### src/core/acc_pkg.sv
// Shared constants and types for the analog conversion control block.
package acc_pkg;

  // ---------------------------------------------------------------
  // Register map (byte addresses on the bus)
  // ---------------------------------------------------------------
  localparam int unsigned ADR_W = 8;
  localparam logic [ADR_W-1:0] OFF_CTRL0 = 8'h00;
  localparam logic [ADR_W-1:0] OFF_CFG1 = 8'h04;
  localparam logic [ADR_W-1:0] OFF_RESULT = 8'h08;
  localparam logic [ADR_W-1:0] OFF_IRQ_STAT = 8'h0C;
  localparam logic [ADR_W-1:0] OFF_IRQ_MASK = 8'h10;

  // ---------------------------------------------------------------
  // Field positions and reset values
  // ---------------------------------------------------------------
  localparam int unsigned GO_BIT = 2;
  localparam int unsigned IRQ_DONE_BIT = 6;
  localparam int unsigned IRQ_ABORT_BIT = 5;
  localparam logic [7:0] CTRL0_RST = 8'h00;
  localparam logic [7:0] CFG1_RST = 8'h00;
  localparam logic [7:0] RESULT_RST = 8'h00;
  localparam logic [7:0] IRQ_RST = 8'h00;

  // ---------------------------------------------------------------
  // Timing: clock cycles per bit-conversion period, per clock select
  // ---------------------------------------------------------------
  localparam logic [6:0] TAD_DIV_0 = 7'h02;
  localparam logic [6:0] TAD_DIV_1 = 7'h08;
  localparam logic [6:0] TAD_DIV_2 = 7'h20;
  localparam logic [6:0] TAD_DIV_RC = 7'h40;
  localparam logic [2:0] RESULT_MSB = 3'h7;
  localparam logic [1:0] RECOV_TADS = 2'h2;

  // ---------------------------------------------------------------
  // Types
  // ---------------------------------------------------------------
  typedef struct packed {
    logic [1:0] clk_sel;
    logic rsv5;
    logic [1:0] chan;
    logic go;
    logic rsv1;
    logic on;
  } acc_ctrl_s;

  typedef struct packed {
    logic powered;
    logic sample;
    logic [1:0] chan;
    logic [7:0] dac;
    logic [7:0] cfg;
  } acc_ana_s;

  typedef enum logic [3:0] {
    ST_OFF = 4'b0001,
    ST_ACQ = 4'b0010,
    ST_CONV = 4'b0100,
    ST_RECOV = 4'b1000
  } acc_state_e;

endpackage : acc_pkg

### src/core/acc_tad_gen.sv
// Bit-conversion period tick generator for the conversion sequencer.
`timescale 1ns/1ns
module acc_tad_gen (
  input wire logic clk_i, // System clock.
  input wire logic rst_i, // Synchronous reset, active high.
  input wire logic [1:0] clk_sel_i, // Conversion clock select.
  input wire logic restart_i, // Restart the period from zero.
  output logic tick_o // One-cycle pulse at the end of each period.
);
  import acc_pkg::*;

  logic [6:0] cnt_q;
  logic [6:0] cnt_d;
  logic [6:0] div;

  // Maps the clock select to the number of clock cycles per period.
  function automatic logic [6:0] div_for(input logic [1:0] sel);
    unique case (sel)
      2'h0: div_for = TAD_DIV_0;
      2'h1: div_for = TAD_DIV_1;
      2'h2: div_for = TAD_DIV_2;
      2'h3: div_for = TAD_DIV_RC;
    endcase
  endfunction : div_for

  // Counts clock cycles and wraps at the end of each period.
  always_comb
  begin
    div = div_for(clk_sel_i);
    tick_o = (cnt_q == div - 7'h01) && !restart_i;
    if (restart_i || tick_o)
    begin
      cnt_d = 7'h00;
    end
    else
    begin
      cnt_d = cnt_q + 7'h01;
    end
  end

  // Registers the period counter.
  always_ff @(posedge clk_i)
  begin
    if (rst_i)
    begin
      cnt_q <= 7'h00;
    end
    else
    begin
      cnt_q <= cnt_d;
    end
  end

endmodule : acc_tad_gen

### src/core/acc_ctrl.sv
// Conversion control block: registers, sequencer and successive approximation.
//
// Behaviour
// [RULE_01] On completion load result, clear go/done bit 2, set completion flag bit 6.
// [RULE_02] Software sets pin direction of each analog channel to input first.
// [RULE_03] Software configures, powers on, waits acquisition time, then requests conversion.
// [RULE_04] Software clears flag, sets interrupt enables before starting for interrupt use.
// [RULE_05] Software polls go/done or takes interrupt, then reads result, clears flag.
// [RULE_06] Each result bit takes one bit-conversion period of the selected clock.
// [RULE_07] At least two bit-conversion periods pass after conversion before acquisition.
// [RULE_08] Software sets go/done in a write after the one powering on.
// [RULE_09] Clearing go/done mid-conversion aborts; result register stays unchanged.
// [RULE_10] After abort wait two periods, then acquire selected channel automatically.
// [RULE_11] Writing go/done as one while powered starts conversion; held until end. Code starts only from acquisition; a go write in recovery is dropped.
`timescale 1ns/1ns
module acc_ctrl (
  input wire logic clk_i, // System clock, 50 MHz.
  input wire logic rst_i, // Synchronous reset, active high.
  input wire logic wb_cyc_i, // Bus cycle.
  input wire logic wb_stb_i, // Bus strobe.
  input wire logic wb_we_i, // Bus write enable.
  input wire logic [acc_pkg::ADR_W-1:0] wb_adr_i, // Bus byte address.
  input wire logic [3:0] wb_sel_i, // Bus byte lane selects.
  input wire logic [31:0] wb_dat_i, // Bus write data.
  output logic [31:0] wb_dat_o, // Bus read data.
  output logic wb_ack_o, // Bus acknowledge.
  input wire logic cmp_i, // Comparator: input at or above DAC code.
  output acc_pkg::acc_ana_s ana_o, // Controls toward the analog path.
  output logic irq_o // Level interrupt request.
);
  import acc_pkg::*;

  // ---------------------------------------------------------------
  // Declarations
  // ---------------------------------------------------------------
  logic ack_q;
  logic ack_d;
  logic [31:0] rdat_q;
  logic [31:0] rdat_d;
  acc_ctrl_s ctrl_q;
  acc_ctrl_s ctrl_d;
  logic [7:0] cfg_q;
  logic [7:0] cfg_d;
  logic [7:0] result_q;
  logic [7:0] result_d;
  logic [7:0] stat_q;
  logic [7:0] stat_d;
  logic [7:0] mask_q;
  logic [7:0] mask_d;
  acc_state_e state_q;
  acc_state_e state_d;
  logic [7:0] sar_q;
  logic [7:0] sar_d;
  logic [2:0] idx_q;
  logic [2:0] idx_d;
  logic [1:0] rec_q;
  logic [1:0] rec_d;
  acc_ana_s ana_d;
  logic wr_en;
  logic wr_ctrl;
  logic wr_cfg;
  logic wr_result;
  logic wr_stat;
  logic wr_mask;
  acc_ctrl_s wctrl;
  logic done_ev;
  logic abort_ev;
  logic tad_restart;
  logic tad_tick;
  logic [7:0] ev;

  // True when the word address matches a register offset.
  function automatic logic hit(input logic [ADR_W-1:0] adr, input logic [ADR_W-1:0] off);
    hit = (adr[ADR_W-1:2] == off[ADR_W-1:2]);
  endfunction : hit

  // ---------------------------------------------------------------
  // Bus slave
  // ---------------------------------------------------------------

  // Acknowledge one cycle after the request; writes land on the ack edge.
  always_comb
  begin
    ack_d = wb_cyc_i && wb_stb_i && !ack_q;
    wr_en = wb_cyc_i && wb_stb_i && wb_we_i && ack_q && wb_sel_i[0];
    wr_ctrl = wr_en && hit(wb_adr_i, OFF_CTRL0);
    wr_cfg = wr_en && hit(wb_adr_i, OFF_CFG1);
    wr_result = wr_en && hit(wb_adr_i, OFF_RESULT);
    wr_stat = wr_en && hit(wb_adr_i, OFF_IRQ_STAT);
    wr_mask = wr_en && hit(wb_adr_i, OFF_IRQ_MASK);
    wctrl = acc_ctrl_s'(wb_dat_i[7:0]);
    rdat_d = rdat_q;
    if (ack_d)
    begin
      rdat_d = 32'h0000_0000;
      if (hit(wb_adr_i, OFF_CTRL0))
      begin
        rdat_d[7:0] = ctrl_q;
      end
      else if (hit(wb_adr_i, OFF_CFG1))
      begin
        rdat_d[7:0] = cfg_q;
      end
      else if (hit(wb_adr_i, OFF_RESULT))
      begin
        rdat_d[7:0] = result_q;
      end
      else if (hit(wb_adr_i, OFF_IRQ_STAT))
      begin
        rdat_d[7:0] = stat_q;
      end
      else if (hit(wb_adr_i, OFF_IRQ_MASK))
      begin
        rdat_d[7:0] = mask_q;
      end
    end
  end

  assign wb_ack_o = ack_q;
  assign wb_dat_o = rdat_q;

  // ---------------------------------------------------------------
  // Bit-conversion period generator
  // ---------------------------------------------------------------

  // One tick per bit-conversion period of the selected conversion clock.
  acc_tad_gen u_tad (
    .clk_i(clk_i),
    .rst_i(rst_i),
    .clk_sel_i(ctrl_q.clk_sel),
    .restart_i(tad_restart),
    .tick_o(tad_tick)
  );

  // ---------------------------------------------------------------
  // Conversion sequencer
  // ---------------------------------------------------------------

  // Computes sequencer state, approximation register and control fields.
  always_comb
  begin
    state_d = state_q;
    ctrl_d = ctrl_q;
    cfg_d = cfg_q;
    sar_d = sar_q;
    idx_d = idx_q;
    rec_d = rec_q;
    result_d = result_q;
    done_ev = 1'b0;
    abort_ev = 1'b0;
    tad_restart = 1'b0;
    mask_d = wr_mask ? wb_dat_i[7:0] : mask_q;
    if (wr_cfg)
    begin
      cfg_d = wb_dat_i[7:0];
    end
    // Software may overwrite the result; a completion in the same cycle wins.
    if (wr_result)
    begin
      result_d = wb_dat_i[7:0];
    end
    // The go/done bit is owned by the sequencer; reserved bits stay zero, other fields follow software.
    if (wr_ctrl)
    begin
      ctrl_d = wctrl;
      ctrl_d.rsv5 = 1'b0;
      ctrl_d.rsv1 = 1'b0;
      ctrl_d.go = ctrl_q.go;
    end
    unique case (state_q)
      ST_OFF:
      begin
        // A go request in the write that powers the module on is ignored.
        ctrl_d.go = 1'b0;
        if (ctrl_q.on)
        begin
          state_d = ST_ACQ;
        end
      end
      ST_ACQ:
      begin
        if (!ctrl_q.on)
        begin
          state_d = ST_OFF;
        end
        else if (wr_ctrl && wctrl.go && wctrl.on)
        begin
          ctrl_d.go = 1'b1; // RULE_11
          state_d = ST_CONV; // RULE_11
          sar_d = 8'h80;
          idx_d = RESULT_MSB;
          tad_restart = 1'b1; // RULE_06
        end
      end
      ST_CONV:
      begin
        if (wr_ctrl && (!wctrl.go || !wctrl.on))
        begin
          // Abort: the partial code is dropped and the result kept.
          ctrl_d.go = 1'b0; // RULE_09
          abort_ev = 1'b1; // RULE_09
          state_d = ST_RECOV; // RULE_10
          rec_d = 2'h0;
          tad_restart = 1'b1; // RULE_10
        end
        else if (tad_tick)
        begin
          // One result bit is resolved per period, MSB first.
          sar_d[idx_q] = cmp_i; // RULE_06
          if (idx_q == 3'h0)
          begin
            result_d = sar_d; // RULE_01
            ctrl_d.go = 1'b0; // RULE_01
            done_ev = 1'b1; // RULE_01
            state_d = ST_RECOV; // RULE_07
            rec_d = 2'h0;
          end
          else
          begin
            sar_d[idx_q - 3'h1] = 1'b1;
            idx_d = idx_q - 3'h1;
          end
        end
      end
      ST_RECOV:
      begin
        // Hold off acquisition for two whole periods, then resume it if powered on, else go to off.
        if (tad_tick)
        begin
          if (rec_q == RECOV_TADS - 2'h1) // RULE_07
          begin
            state_d = ctrl_q.on ? ST_ACQ : ST_OFF; // RULE_10
          end
          else
          begin
            rec_d = rec_q + 2'h1;
          end
        end
      end
      default:
      begin
        state_d = ST_OFF;
      end
    endcase
  end

  // ---------------------------------------------------------------
  // Interrupt status
  // ---------------------------------------------------------------

  // Sticky event bits; hardware set wins over a write-one clear.
  always_comb
  begin
    ev = 8'h00;
    ev[IRQ_DONE_BIT] = done_ev; // RULE_01
    ev[IRQ_ABORT_BIT] = abort_ev;
  end

  for (genvar i = 0; i < 8; i++)
  begin : g_stat
    assign stat_d[i] = ev[i] || (stat_q[i] && !(wr_stat && wb_dat_i[i]));
  end

  assign irq_o = |(stat_q & mask_q);

  // ---------------------------------------------------------------
  // Analog path controls
  // ---------------------------------------------------------------

  // Sampling switch closes only while acquiring; DAC shows the trial code.
  always_comb
  begin
    ana_d.powered = ctrl_d.on;
    ana_d.sample = (state_d == ST_ACQ); // RULE_10
    ana_d.chan = ctrl_d.chan;
    ana_d.dac = sar_d;
    ana_d.cfg = cfg_d;
  end

  // ---------------------------------------------------------------
  // State registers
  // ---------------------------------------------------------------

  // Registers all state of the block.
  always_ff @(posedge clk_i)
  begin
    if (rst_i)
    begin
      ack_q <= 1'b0;
      rdat_q <= 32'h0000_0000;
      ctrl_q <= acc_ctrl_s'(CTRL0_RST);
      cfg_q <= CFG1_RST;
      result_q <= RESULT_RST;
      stat_q <= IRQ_RST;
      mask_q <= IRQ_RST;
      state_q <= ST_OFF;
      sar_q <= 8'h00;
      idx_q <= 3'h0;
      rec_q <= 2'h0;
      ana_o <= '0;
    end
    else
    begin
      ack_q <= ack_d;
      rdat_q <= rdat_d;
      ctrl_q <= ctrl_d;
      cfg_q <= cfg_d;
      result_q <= result_d;
      stat_q <= stat_d;
      mask_q <= mask_d;
      state_q <= state_d;
      sar_q <= sar_d;
      idx_q <= idx_d;
      rec_q <= rec_d;
      ana_o <= ana_d;
    end
  end

endmodule : acc_ctrl

### config.mk
export PLATFORM = sky130hd
export DESIGN_NAME = acc_ctrl
export DESIGN_NICKNAME = d
export VERILOG_FILES = /design/src/core/acc_pkg.sv /design/src/core/acc_tad_gen.sv /design/src/core/acc_ctrl.sv
export SDC_FILE = /design/constraint.sdc
export NUM_CORES = 1
export LEC_CHECK = 0
export BUFFER_PORTS_ARGS = -buffer_cell sky130_fd_sc_hd__clkbuf_2
export CAP_MARGIN = 10
export CORE_ASPECT_RATIO = 1.75
export CORE_MARGIN = 2
export CORE_UTILIZATION = 53
export CTS_CLUSTER_SIZE = 40
export DETAILED_ROUTE_END_ITERATION = 7
export HOLD_SLACK_MARGIN = 0.08
export PLACE_DENSITY = 0.89
export REMOVE_ABC_BUFFERS = 1
export SLEW_MARGIN = 30
export SYNTH_ARGS = -nofsm -noshare
export SYNTH_HDL_FRONTEND = slang
export SYNTH_SLANG_ARGS = --single-unit
### constraint.sdc
create_clock -name clk_i -period 2.6 [get_ports clk_i]
set_input_delay 0.26 -clock clk_i [delete_from_list [all_inputs] [get_ports clk_i]]
set_output_delay 0.26 -clock clk_i [all_outputs]
set_load 0.02 [all_outputs]
==> results.cfg, run 1 <==
[placement]
place_hpwl_um = 8230
pre_cts_ws_ns = 0.0859
numPortBuffers = 50
gp_congestion = 1.01
dp_cells = 602

[global_routing]
gr-max-usage-layer = met2
grt_use_met2_pct = 50.1
grt_max_degree = 23
track_usage_pct = 28.3
grt_use_met3_pct = 6.26
grt-ovfl-total = 0
met1_usage_pct = 28.2
antenna_found_initial = 0
grt_pass1_vias = 4010
grt_pass1_wl_um = 18800

[timing]
layout_min_cycle_time_ns = 2.42
fin_setup_tns_ns = 0
fin_ws_ns = 0.179
tightestPinTransition_ns = 0.902
max-slew-margin-rel_pct = 39.6
finalMaxSlewViolations = 0
rsz0062_at_grt = no
skew_ns = 0.00431
clock.fmax_mhz = 413
finalHoldViolations = 0
setup_viol = 0
period_share_pct = 93.1
hold-worst-slack_ns = 0.164

[synthesis]
yosysSeqAreaShare_pct = 35.9
synth_cell_type_count = 64
synth_seq_cells = 72
synth_compound_area_share_pct = 24.9
synth_fa_ha_area_share_pct = 1.56
syn_area_per_cell_um2 = 8.35
syn_area_mm2 = 0.00401
synth_edf_count = 0
synthFlopType = dfxtp_1
synth-warning-count = 0
postSynthCellCount = 480
synthMuxAreaShare_pct = 2.75
synth_xor_area_share_pct = 2.18
yosys.area_share.simple_pct = 23.5
synthArstFlopShare_pct = 0
synth_top_family_by_area = compound AO/OA/AOI/OAI gates

[power_and_ir_drop]
leakagePower_nw = 1.76
finalPower_mw = 2.54
p_per_area_mw_per_mm2 = 557
peakVddDrop_mv = 0.362

[cells_and_area]
final_cell_mix = 72 x dfxtp_1, 50 x clkbuf_2, 43 x nand2_1, 43 x a21oi_1, 37 x nand3_1
final_common_cell = dfxtp_1
fin_nets = 580
fin_cells = 617
drive_gt1_share_pct = 20.2
syn_to_final_growth_pct = 13.5
register_area_mm2 = 0.00144
antenna_cells = 0
multiInputGateArea_mm2 = 0.00230
fillerInstances = 632

[run]
drv_cap = 0

[worst_setup_path]
cp_slowest_cell = o311ai_0
startpoint_type = register
crit_fanout = 8
crit_chain = or2_2, ha_1, xor2_1, nand4b_1, buf_4, a21o_1, o311ai_0, o41ai_1
critical_path.max_stage_delay_ns = 0.44
path_class = reg2reg
critPathCaptureType = register
r2r_slack_ns = 0.18
cp.arrival_ns = 2.63
required_ns = 2.80

[drt]
ant_nets = 0
first_pass_iters = 5
wire_per_inst_um = 18.4
drt-vias-per-instance = 6.55
drc_errors = 0
wirelength_um = 11300
via_count = 4040
first_iter_violations = 522

[clocking]
clkSinkCount = 72
clock_path_buffers = 2
cts_root_buffer = clkbuf_16
clk_pin_slew_ns = 0.06
cts_made_buffers = 9
htreeDepth = 3
cts_tree = built
clk_latency_ns = 0.34

[floorplan]
core_mm2 = 0.00746
ios = 104
initial_core_util_pct = 53.7
die_h_um = 119
rows = 42
dieWidth_um = 69.8
dieArea_mm2 = 0.00831

[worst_hold_path]
min_path_type = in2reg

[outcome]
status = finished, final reports clean
cells by family (layout without fill, tap and decap cells):
logic type      after synthesis  after routing
compound gates              141            141
flops                        72             72
other cells                   1             24
fa+ha+maj                     5              5
simple gates                176            176
buf+inv                      65             91
xor+xnor                     10             10
mux                          10             10
area by class of cell:
| type | instances | share of cell area [%] |
|---|---|---|
| clock buffers | 9 | 4.95 |
| clock inverters | 6 | 1.35 |
| inverters | 9 | 0.742 |
| multi-input cells | 366 | 50.6 |
| flip-flops and latches | 72 | 31.7 |
| well taps | 88 | 2.42 |
| repair buffers | 67 | 8.30 |
where the power goes:
| group | internal, mW | switching (mW) |
|---|---|---|
| sequential | 1.11 | 0.00948 |
| combinational | 0.0610 | 0.148 |
| clock | 0.733 | 0.472 |
path summary, 6_finish.rpt:
path,start,endpoint,cells after the start
max reg2reg,ctrl_q[7]$_SDFFE_PP0P_,rec_q[0]$_SDFFE_PP0P_,8
min reg2reg,u_tad.cnt_q[0]$_SDFF_PP0_,u_tad.cnt_q[0]$_SDFF_PP0_,1
min,wb_dat_i[1],stat_q[1]$_SDFF_PP0_,2
max,ctrl_q[7]$_SDFFE_PP0P_,rec_q[0]$_SDFFE_PP0P_,8
metrics by stage:
step,cell area [µm²],utilization [%]
after floorplan,3770,-
final,4550,61.0
after CTS,4540,60.8
after global routing,4550,61.0
after detailed placement,4250,57.0
after global placement,4250,57.0
critical path: cells and delay by family, from the launching register on:
kind | cells | cell delay, ns
AOI/OAI and AO/OA | 3 | 0.85
and+or+nand+nor | 2 | 0.44
DFF | 1 | 0.37
adders and majority gates | 1 | 0.30
buffers and inverters | 1 | 0.18
xor gates and xnor gates | 1 | 0.14
cell usage after synthesis (5+ instances only):
cell | n | area (µm²)
nand2_1 | 43 | 161
inv_1 | 8 | 30.0
buf_2 | 6 | 30.0
ha_1 | 5 | 62.6
dfxtp_1 | 72 | 1440
a22o_1 | 19 | 166
a22oi_1 | 7 | 52.6
xor2_1 | 5 | 43.8
nor2_1 | 24 | 90.1
o21ai_0 | 22 | 110
nor3_1 | 9 | 45.0
nand3_1 | 37 | 185
xnor2_1 | 5 | 43.8
a211oi_1 | 7 | 52.6
clkbuf_1 | 21 | 78.8
buf_4 | 28 | 210
nand2b_1 | 21 | 131
a21oi_1 | 43 | 215
o21bai_1 | 5 | 37.5
mux2_2 | 8 | 90.1
timing repair:
action / CTS / global route
endpoints found under the setup margin: 0 / 3
gates resized for setup: 0 / 1
hold buffers: 0 / 0
setup buffers: 0 / 0
endpoints found under the hold margin: 0 / 0
sequential cells by signal, summed over array words and instances (netlist names):
signal and flops:
wb_ack_o 1, ctrl_q 6, idx_q 3, stat_q 8
cfg_q 8, mask_q 8, u_tad.cnt_q 7, rec_q 2
ana_o 1, result_q 8, state_q 4, sar_q 8
wb_dat_o 8
metal layers:
layer  wire [µm]  up-vias
li1            -     1816
met1        3810     1889
met2        5870      260
met3         866       75
met4         793        0
met5           0        -
(Power assumes the default switching activity.)
==> run 2, diff against run 1 <==
--- a/config.mk
+++ b/config.mk
@@ -5,17 +5,18 @@
 export SDC_FILE = /design/constraint.sdc
 export NUM_CORES = 1
 export LEC_CHECK = 0
-export BUFFER_PORTS_ARGS = -buffer_cell sky130_fd_sc_hd__clkbuf_2
 export CAP_MARGIN = 10
 export CORE_ASPECT_RATIO = 1.75
 export CORE_MARGIN = 2
-export CORE_UTILIZATION = 53
+export CORE_UTILIZATION = 63
 export CTS_CLUSTER_SIZE = 40
 export DETAILED_ROUTE_END_ITERATION = 7
+export DONT_BUFFER_PORTS = 1
 export HOLD_SLACK_MARGIN = 0.08
-export PLACE_DENSITY = 0.89
+export PLACE_DENSITY = 0.88
 export REMOVE_ABC_BUFFERS = 1
 export SLEW_MARGIN = 30
 export SYNTH_ARGS = -nofsm -noshare
 export SYNTH_HDL_FRONTEND = slang
+export SYNTH_HIERARCHICAL = 1
 export SYNTH_SLANG_ARGS = --single-unit
==> run 2 against run 1 <==
Die area decreased by 18%. Clock skew increased by 0.0061 ns. Setup slack got worse by 0.031 ns. Critical path type unchanged. Sequential share of layout area increased by 1.9 points. Sequential power about the same. Non-clock buffer count decreased by 30. Combinational power decreased by 31%. Final cell count decreased by 13%.
==> results.cfg, run 2 <==
[timing]
layout_min_cycle_time_ns = 2.45
fin_ws_ns = 0.148
tightestPinTransition_ns = 0.646
rsz0062_at_grt = yes
skew_ns = 0.0104
period_share_pct = 94.3
max-slew-margin-rel_pct = 56.7
finalHoldViolations = 0
finalMaxSlewViolations = 0
setup_viol = 0
fin_setup_tns_ns = 0
clock.fmax_mhz = 408

[cells_and_area]
final_common_cell = dfxtp_1
final_cell_mix = 71 x dfxtp_1, 42 x nor2_1, 38 x mux2i_1, 29 x a21oi_1, 25 x buf_4
syn_to_final_growth_pct = 11.0
antenna_cells = 0
drive_gt1_share_pct = 15.2
fin_nets = 510
fin_cells = 538
post-route-util_pct = 72.6

[clocking]
cts_made_buffers = 9
clkSinkCount = 72
htreeDepth = 3
clk_latency_ns = 0.36
cts_root_buffer = clkbuf_8
clock_path_buffers = 2
clk_pin_slew_ns = 0.08
cts_tree = built

[synthesis]
syn_area_per_cell_um2 = 8.95
yosysSeqAreaShare_pct = 37.2
synth_commonest_cells = 72 x dfxtp_1, 42 x nor2_1, 38 x mux2i_1
synthArstFlopShare_pct = 0
synth-warning-count = 6
synth_area_leaders = dfxtp_1 37%, mux2i_1 9.8%, buf_4 6.0%, nor2_1 4.1%, a21oi_1 3.9%
synth.most_common_cell = dfxtp_1
synthFlopType = dfxtp_1
yosys.area.top_type = dfxtp_1
postSynthCellCount = 433
synth_cell_type_count = 60
syn_area_mm2 = 0.00387
synth_seq_cells = 72
synth_top_cell_area_share_pct = 37.2
synth_edf_count = 0

[global_routing]
grt_pass1_vias = 3211
grt_max_degree = 58
grt-ovfl-total = 0
antenna_found_initial = 0
grt_pass1_wl_um = 15400
track_usage_pct = 28.9

[floorplan]
rows = 37
initial_core_util_pct = 65.4
die_h_um = 108
dieWidth_um = 63.3
ios = 104
dieArea_mm2 = 0.00682
core_mm2 = 0.00593

[worst_hold_path]
hold_start = wb_dat_i[5]
holdPathStages = 2
min_to = result_q[5]$_SDFF_PP0_
min_path_type = in2reg

[worst_setup_path]
cp_slowest_cell = dfxtp_1
startpoint_type = register
r2r_cells = 11
path_class = reg2reg
cp.arrival_ns = 2.73
required_ns = 2.88
r2r-end = rec_q[0]$_SDFFE_PP0P_
crit_chain = or2_1, ha_1, xor2_1, nand4b_1, a21oi_4, and2b_1, nor2b_2, buf_4, nand4b_1, or2_2, a21oi_1
critical_path.max_stage_delay_ns = 0.33
r2r-start = ctrl_q[6]$_SDFFE_PP0P_
crit_fanout = 3
cpMostUsedCell = nand4b_1
r2r_slack_ns = 0.15
critPathCaptureType = register

[drt]
wire_per_inst_um = 17.5
first_iter_violations = 365
wirelength_um = 9390
via_count = 3267
drt-vias-per-instance = 6.07
drc_errors = 0
first_pass_iters = 5
ant_nets = 0

[placement]
numPortBuffers = 0
pre_cts_ws_ns = -0.0974
place_hpwl_um = 6300
gp_congestion = 0.855
dp_cells = 508

[run]
drv_cap = 0

[power_and_ir_drop]
peakVddDrop_mv = 0.428
leakagePower_nw = 1.80
p_per_area_mw_per_mm2 = 514
finalPower_mw = 2.21

[outcome]
status = finished, final reports clean
-- run 2: cell types whose count changed after synthesis, sizes merged, moves of 8 or more --
| cell | before | now |
|---|---|---|
| nand2b | 21 | 13 |
| a21oi | 44 | 31 |
| a22o | 19 | 7 |
| nand3 | 37 | 11 |
| nor2 | 24 | 42 |
| nand2 | 43 | 22 |
| mux2i | 2 | 38 |
-- run 2: power breakdown --
| part | total (mW) | internal, mW | switching [mW] | leakage [nW] |
|---|---|---|---|---|
| Clock | 0.946 | 0.502 | 0.444 | 0.110 |
| Combinational | 0.145 | 0.0522 | 0.0932 | 1.11 |
| Sequential | 1.12 | 1.11 | 0.0112 | 0.581 |
-- run 2: worst max-delay path: cells and delay by family, from the launching register on --
kind | cells | cell delay (ns)
fa+ha+maj | 1 | 0.31
buf+inv | 1 | 0.12
compound gates | 2 | 0.31
xor+xnor | 1 | 0.13
simple gates | 6 | 1.18
flops | 1 | 0.33
-- run 2: cell families (layout without fill, tap and decap cells) --
| family | count (synthesis) | after routing | synth area share (%) |
|---|---|---|---|
| and+or+nand+nor | 145 | 145 | 20.9 |
| AOI/OAI and AO/OA | 105 | 105 | 18.8 |
| DFF | 72 | 72 | 37.2 |
| buffers and inverters | 54 | 58 | 8.46 |
| muxes | 42 | 42 | 11.0 |
| xor gates and xnor gates | 9 | 9 | 2.03 |
| adders and majority gates | 5 | 5 | 1.61 |
| other | 1 | 24 | 0.0968 |
-- run 2: final cells by class --
class	count	area, µm²
clock buffer	11	151
clock inverter	5	61.3
fill	429	1630
inverter	5	18.8
multi-input combinational	330	2210
sequential	72	1440
tap	78	97.6
timing repair buffer	37	318
-- run 2: through the flow --
step	instance area [µm²]	hold WS, ns
after global routing	4300	0.0813
after floorplan	3650	0.329
final	4300	0.0999
after CTS	4270	0.0805
after global placement	3920	0.341
after detailed placement	3920	0.342
-- run 2: worst max-delay path by stage --
stage                                 startpoint                     to  cells after the start
final                     ctrl_q[6]$_SDFFE_PP0P_  rec_q[0]$_SDFFE_PP0P_                     11
after global routing      ctrl_q[6]$_SDFFE_PP0P_  rec_q[0]$_SDFFE_PP0P_                     11
after CTS                  state_q[2]$_SDFF_PP0_  rec_q[0]$_SDFFE_PP0P_                     10
after detailed placement   state_q[2]$_SDFF_PP0_  sar_q[3]$_SDFFE_PP0P_                     10
after global placement     state_q[2]$_SDFF_PP0_  sar_q[4]$_SDFFE_PP0P_                     10
after floorplan              wb_ack_o$_SDFF_PP0_  sar_q[0]$_SDFFE_PP0P_                     10
-- run 2: what timing repair did --
action                                 CTS  global route
buffers inserted                         0             2
setup endpoints to repair                7            23
gates resized for setup                  1             6
pin swaps                                0             1
hold buffers                            12             0
endpoints found under the hold margin   57             0
-- run 2: per-layer routing --
layer	vias to the layer above	track usage, %	routed length [µm]
li1	1566	-	-
met1	1567	31.3	3630
met2	111	51.7	4910
met3	23	6.80	550
met4	0	15.1	299
met5	-	0	0
==> run 3, diff against run 2 <==
--- a/config.mk
+++ b/config.mk
@@ -13,7 +13,7 @@
 export DETAILED_ROUTE_END_ITERATION = 7
 export DONT_BUFFER_PORTS = 1
 export HOLD_SLACK_MARGIN = 0.08
-export PLACE_DENSITY = 0.88
+export PLACE_DENSITY = 0.79
 export REMOVE_ABC_BUFFERS = 1
 export SLEW_MARGIN = 30
 export SYNTH_ARGS = -nofsm -noshare
==> constraint.sdc (replaced) <==
create_clock -name clk_i -period 2.6 [get_ports clk_i]
set_input_delay 0.26 -clock clk_i [delete_from_list [all_inputs] [get_ports clk_i]]
set_output_delay 0.26 -clock clk_i [all_outputs]
set_load 0.01 [all_outputs]
==> run 3 against run 2 <==
Sequential cell count unchanged. Fmax down 3.2%. Sequential power about the same. Setup slack worse by 0.081 ns. Critical endpoint unchanged. Largest cell class unchanged.
==> results.cfg, run 3 (same netlist as run 2, synthesis figures left out) <==
[worst_setup_path]
path_class = reg2reg
startpoint_type = register
cp.arrival_ns = 2.82
crit_chain = buf_4, inv_1, nor4_1, nand2_1, nand2_1, and2b_1, buf_4, and2_1, o21ai_0, buf_4, nand3_1, a21oi_1
path_buf_inv = 4
critical_path.max_stage_delay_ns = 0.51
cpMostUsedCell = buf_4
r2r_slack_ns = 0.07
cp_slowest_cell = nor4_1
crit_fanout = 5
required_ns = 2.88
cp_top_family = simple AND/OR/NAND/NOR gates
critPathCaptureType = register

[clocking]
cts_made_buffers = 9
cts_tree = built
clk_latency_ns = 0.35
clkSinkCount = 72
htreeDepth = 3
cts_root_buffer = clkbuf_8
clock_path_buffers = 2
clk_pin_slew_ns = 0.08

[power_and_ir_drop]
combinationalPowerShare_pct = 5.7
p_sw_share_pct = 21.6
clock_power_share_pct = 45.6
p_per_area_mw_per_mm2 = 527
leakagePower_nw = 1.83
peakVddDrop_mv = 0.424
seqPwrFrac_pct = 48.6
p_int_mw = 1.80
p_switching_mw = 0.495

[global_routing]
grt_max_degree = 56
track_usage_pct = 29.0
grt_pass1_vias = 3196
grt_pass1_wl_um = 15300
antenna_found_initial = 0
grt-ovfl-total = 0

[placement]
pre_cts_ws_ns = -0.123
place_hpwl_um = 6380
numPortBuffers = 0
gp_congestion = 0.846

[drt]
first_iter_violations = 352
drt-vias-per-instance = 6.23
via_count = 3357
ant_nets = 0
first_pass_iters = 5
wire_per_inst_um = 17.9
drc_errors = 0
wirelength_um = 9640

[outcome]
status = finished, final reports clean

[run]
drv_cap = 0

[timing]
fin_setup_tns_ns = 0
period_share_pct = 97.4
finalHoldViolations = 0
tightestPinTransition_ns = 0.675
hold-worst-slack_ns = 0.0921
fin_ws_ns = 0.0675
layout_min_cycle_time_ns = 2.53
max-slew-margin-rel_pct = 54.8
skew_ns = 0.00896
finalMaxSlewViolations = 0
clock.fmax_mhz = 395
setup_viol = 0

[floorplan]
dieArea_mm2 = 0.00682
die_h_um = 108
initial_core_util_pct = 65.4
ios = 104
core_mm2 = 0.00593
dieWidth_um = 63.3
rows = 37

[cells_and_area]
antenna_cells = 0
final_cell_mix = 72 x dfxtp_1, 42 x nor2_1, 38 x mux2i_1, 29 x a21oi_1, 28 x buf_4
multiInputGateArea_mm2 = 0.00224
drive_gt1_share_pct = 16.5
fin_nets = 512
fillerInstances = 442
syn_to_final_growth_pct = 12.6
final_common_cell = dfxtp_1
register_area_mm2 = 0.00144

[worst_hold_path]
min_path_type = in2reg
[run 3: cell count changes in the layout (fill, tap and decap cells not counted), sizes merged]
| cell | before | now |
|---|---|---|
| clkbuf | 11 | 13 |
| dlygate4sd3 | 11 | 10 |
| clkinv | 2 | 0 |
| bufinv | 1 | 2 |
| inv | 7 | 5 |
| buf | 26 | 29 |
[run 3: per-stage QoR]
stage               cell area, µm²  util, %  power [mW]  instances
global route                  4360     73.6        2.37        539
finish                        4360     73.6        2.30        539
global placement              3950     66.6        1.23        511
floorplan                     3650        -        1.21        407
detailed placement            3950     66.6        1.23        511
CTS                           4320     72.8        2.30        538
[run 3: area by class of cell]
type | count | area share [%]
timing repair buffer | 39 | 7.57
tap | 78 | 2.24
multi-input combinational | 330 | 51.2
sequential | 72 | 33.0
clock inverter | 2 | 1.38
clock buffer | 13 | 4.10
inverter | 5 | 0.430
[run 3: power by group through the flow]
stage               clock network [mW]  registers [mW]  logic, mW
floorplan                            0            1.14     0.0720
global placement                     0            1.14     0.0879
detailed placement                   0            1.14     0.0902
CTS                               1.05            1.12      0.128
global route                      1.11            1.12      0.143
finish                            1.05            1.12      0.131
[run 3: what timing repair did]
item                                    CTS  global route
endpoints found under the hold margin    57             0
hold buffers                             11             0
pin swaps                                 1             1
endpoints found under the setup margin    7            15
gates resized for setup                   1            10
buffers inserted                          1             1
[run 3: path summary, 6_finish.rpt]
check                           cells past startpoint               endpoint             startpoint
worst min register to register                      2   stat_q[4]$_SDFF_PP0_   stat_q[4]$_SDFF_PP0_
worst max-delay path                               12  rec_q[0]$_SDFFE_PP0P_  state_q[2]$_SDFF_PP0_
worst min-delay path                                2    wb_ack_o$_SDFF_PP0_               wb_cyc_i
worst max register to register                     12  rec_q[0]$_SDFFE_PP0P_  state_q[2]$_SDFF_PP0_
[run 3: worst reg2reg max path: stages, from the launching register on]
cell,delay [ns]
dfxtp_1,0.35
buf_4,0.16
inv_1,0.08
nor4_1,0.51
nand2_1,0.19
nand2_1,0.13
and2b_1,0.20
buf_4,0.15
and2_1,0.15
o21ai_0,0.19
buf_4,0.16
nand3_1,0.07
a21oi_1,0.11
[run 3: metal layers]
metal / global-route usage (%) / vias to the layer above / wire length, µm
met2: 52.4 / 161 / 5070
met5: 0 / - / 0
met4: 15.1 / 0 / 384
li1: - / 1573 / -
met3: 7.64 / 34 / 705
met1: 30.3 / 1589 / 3470
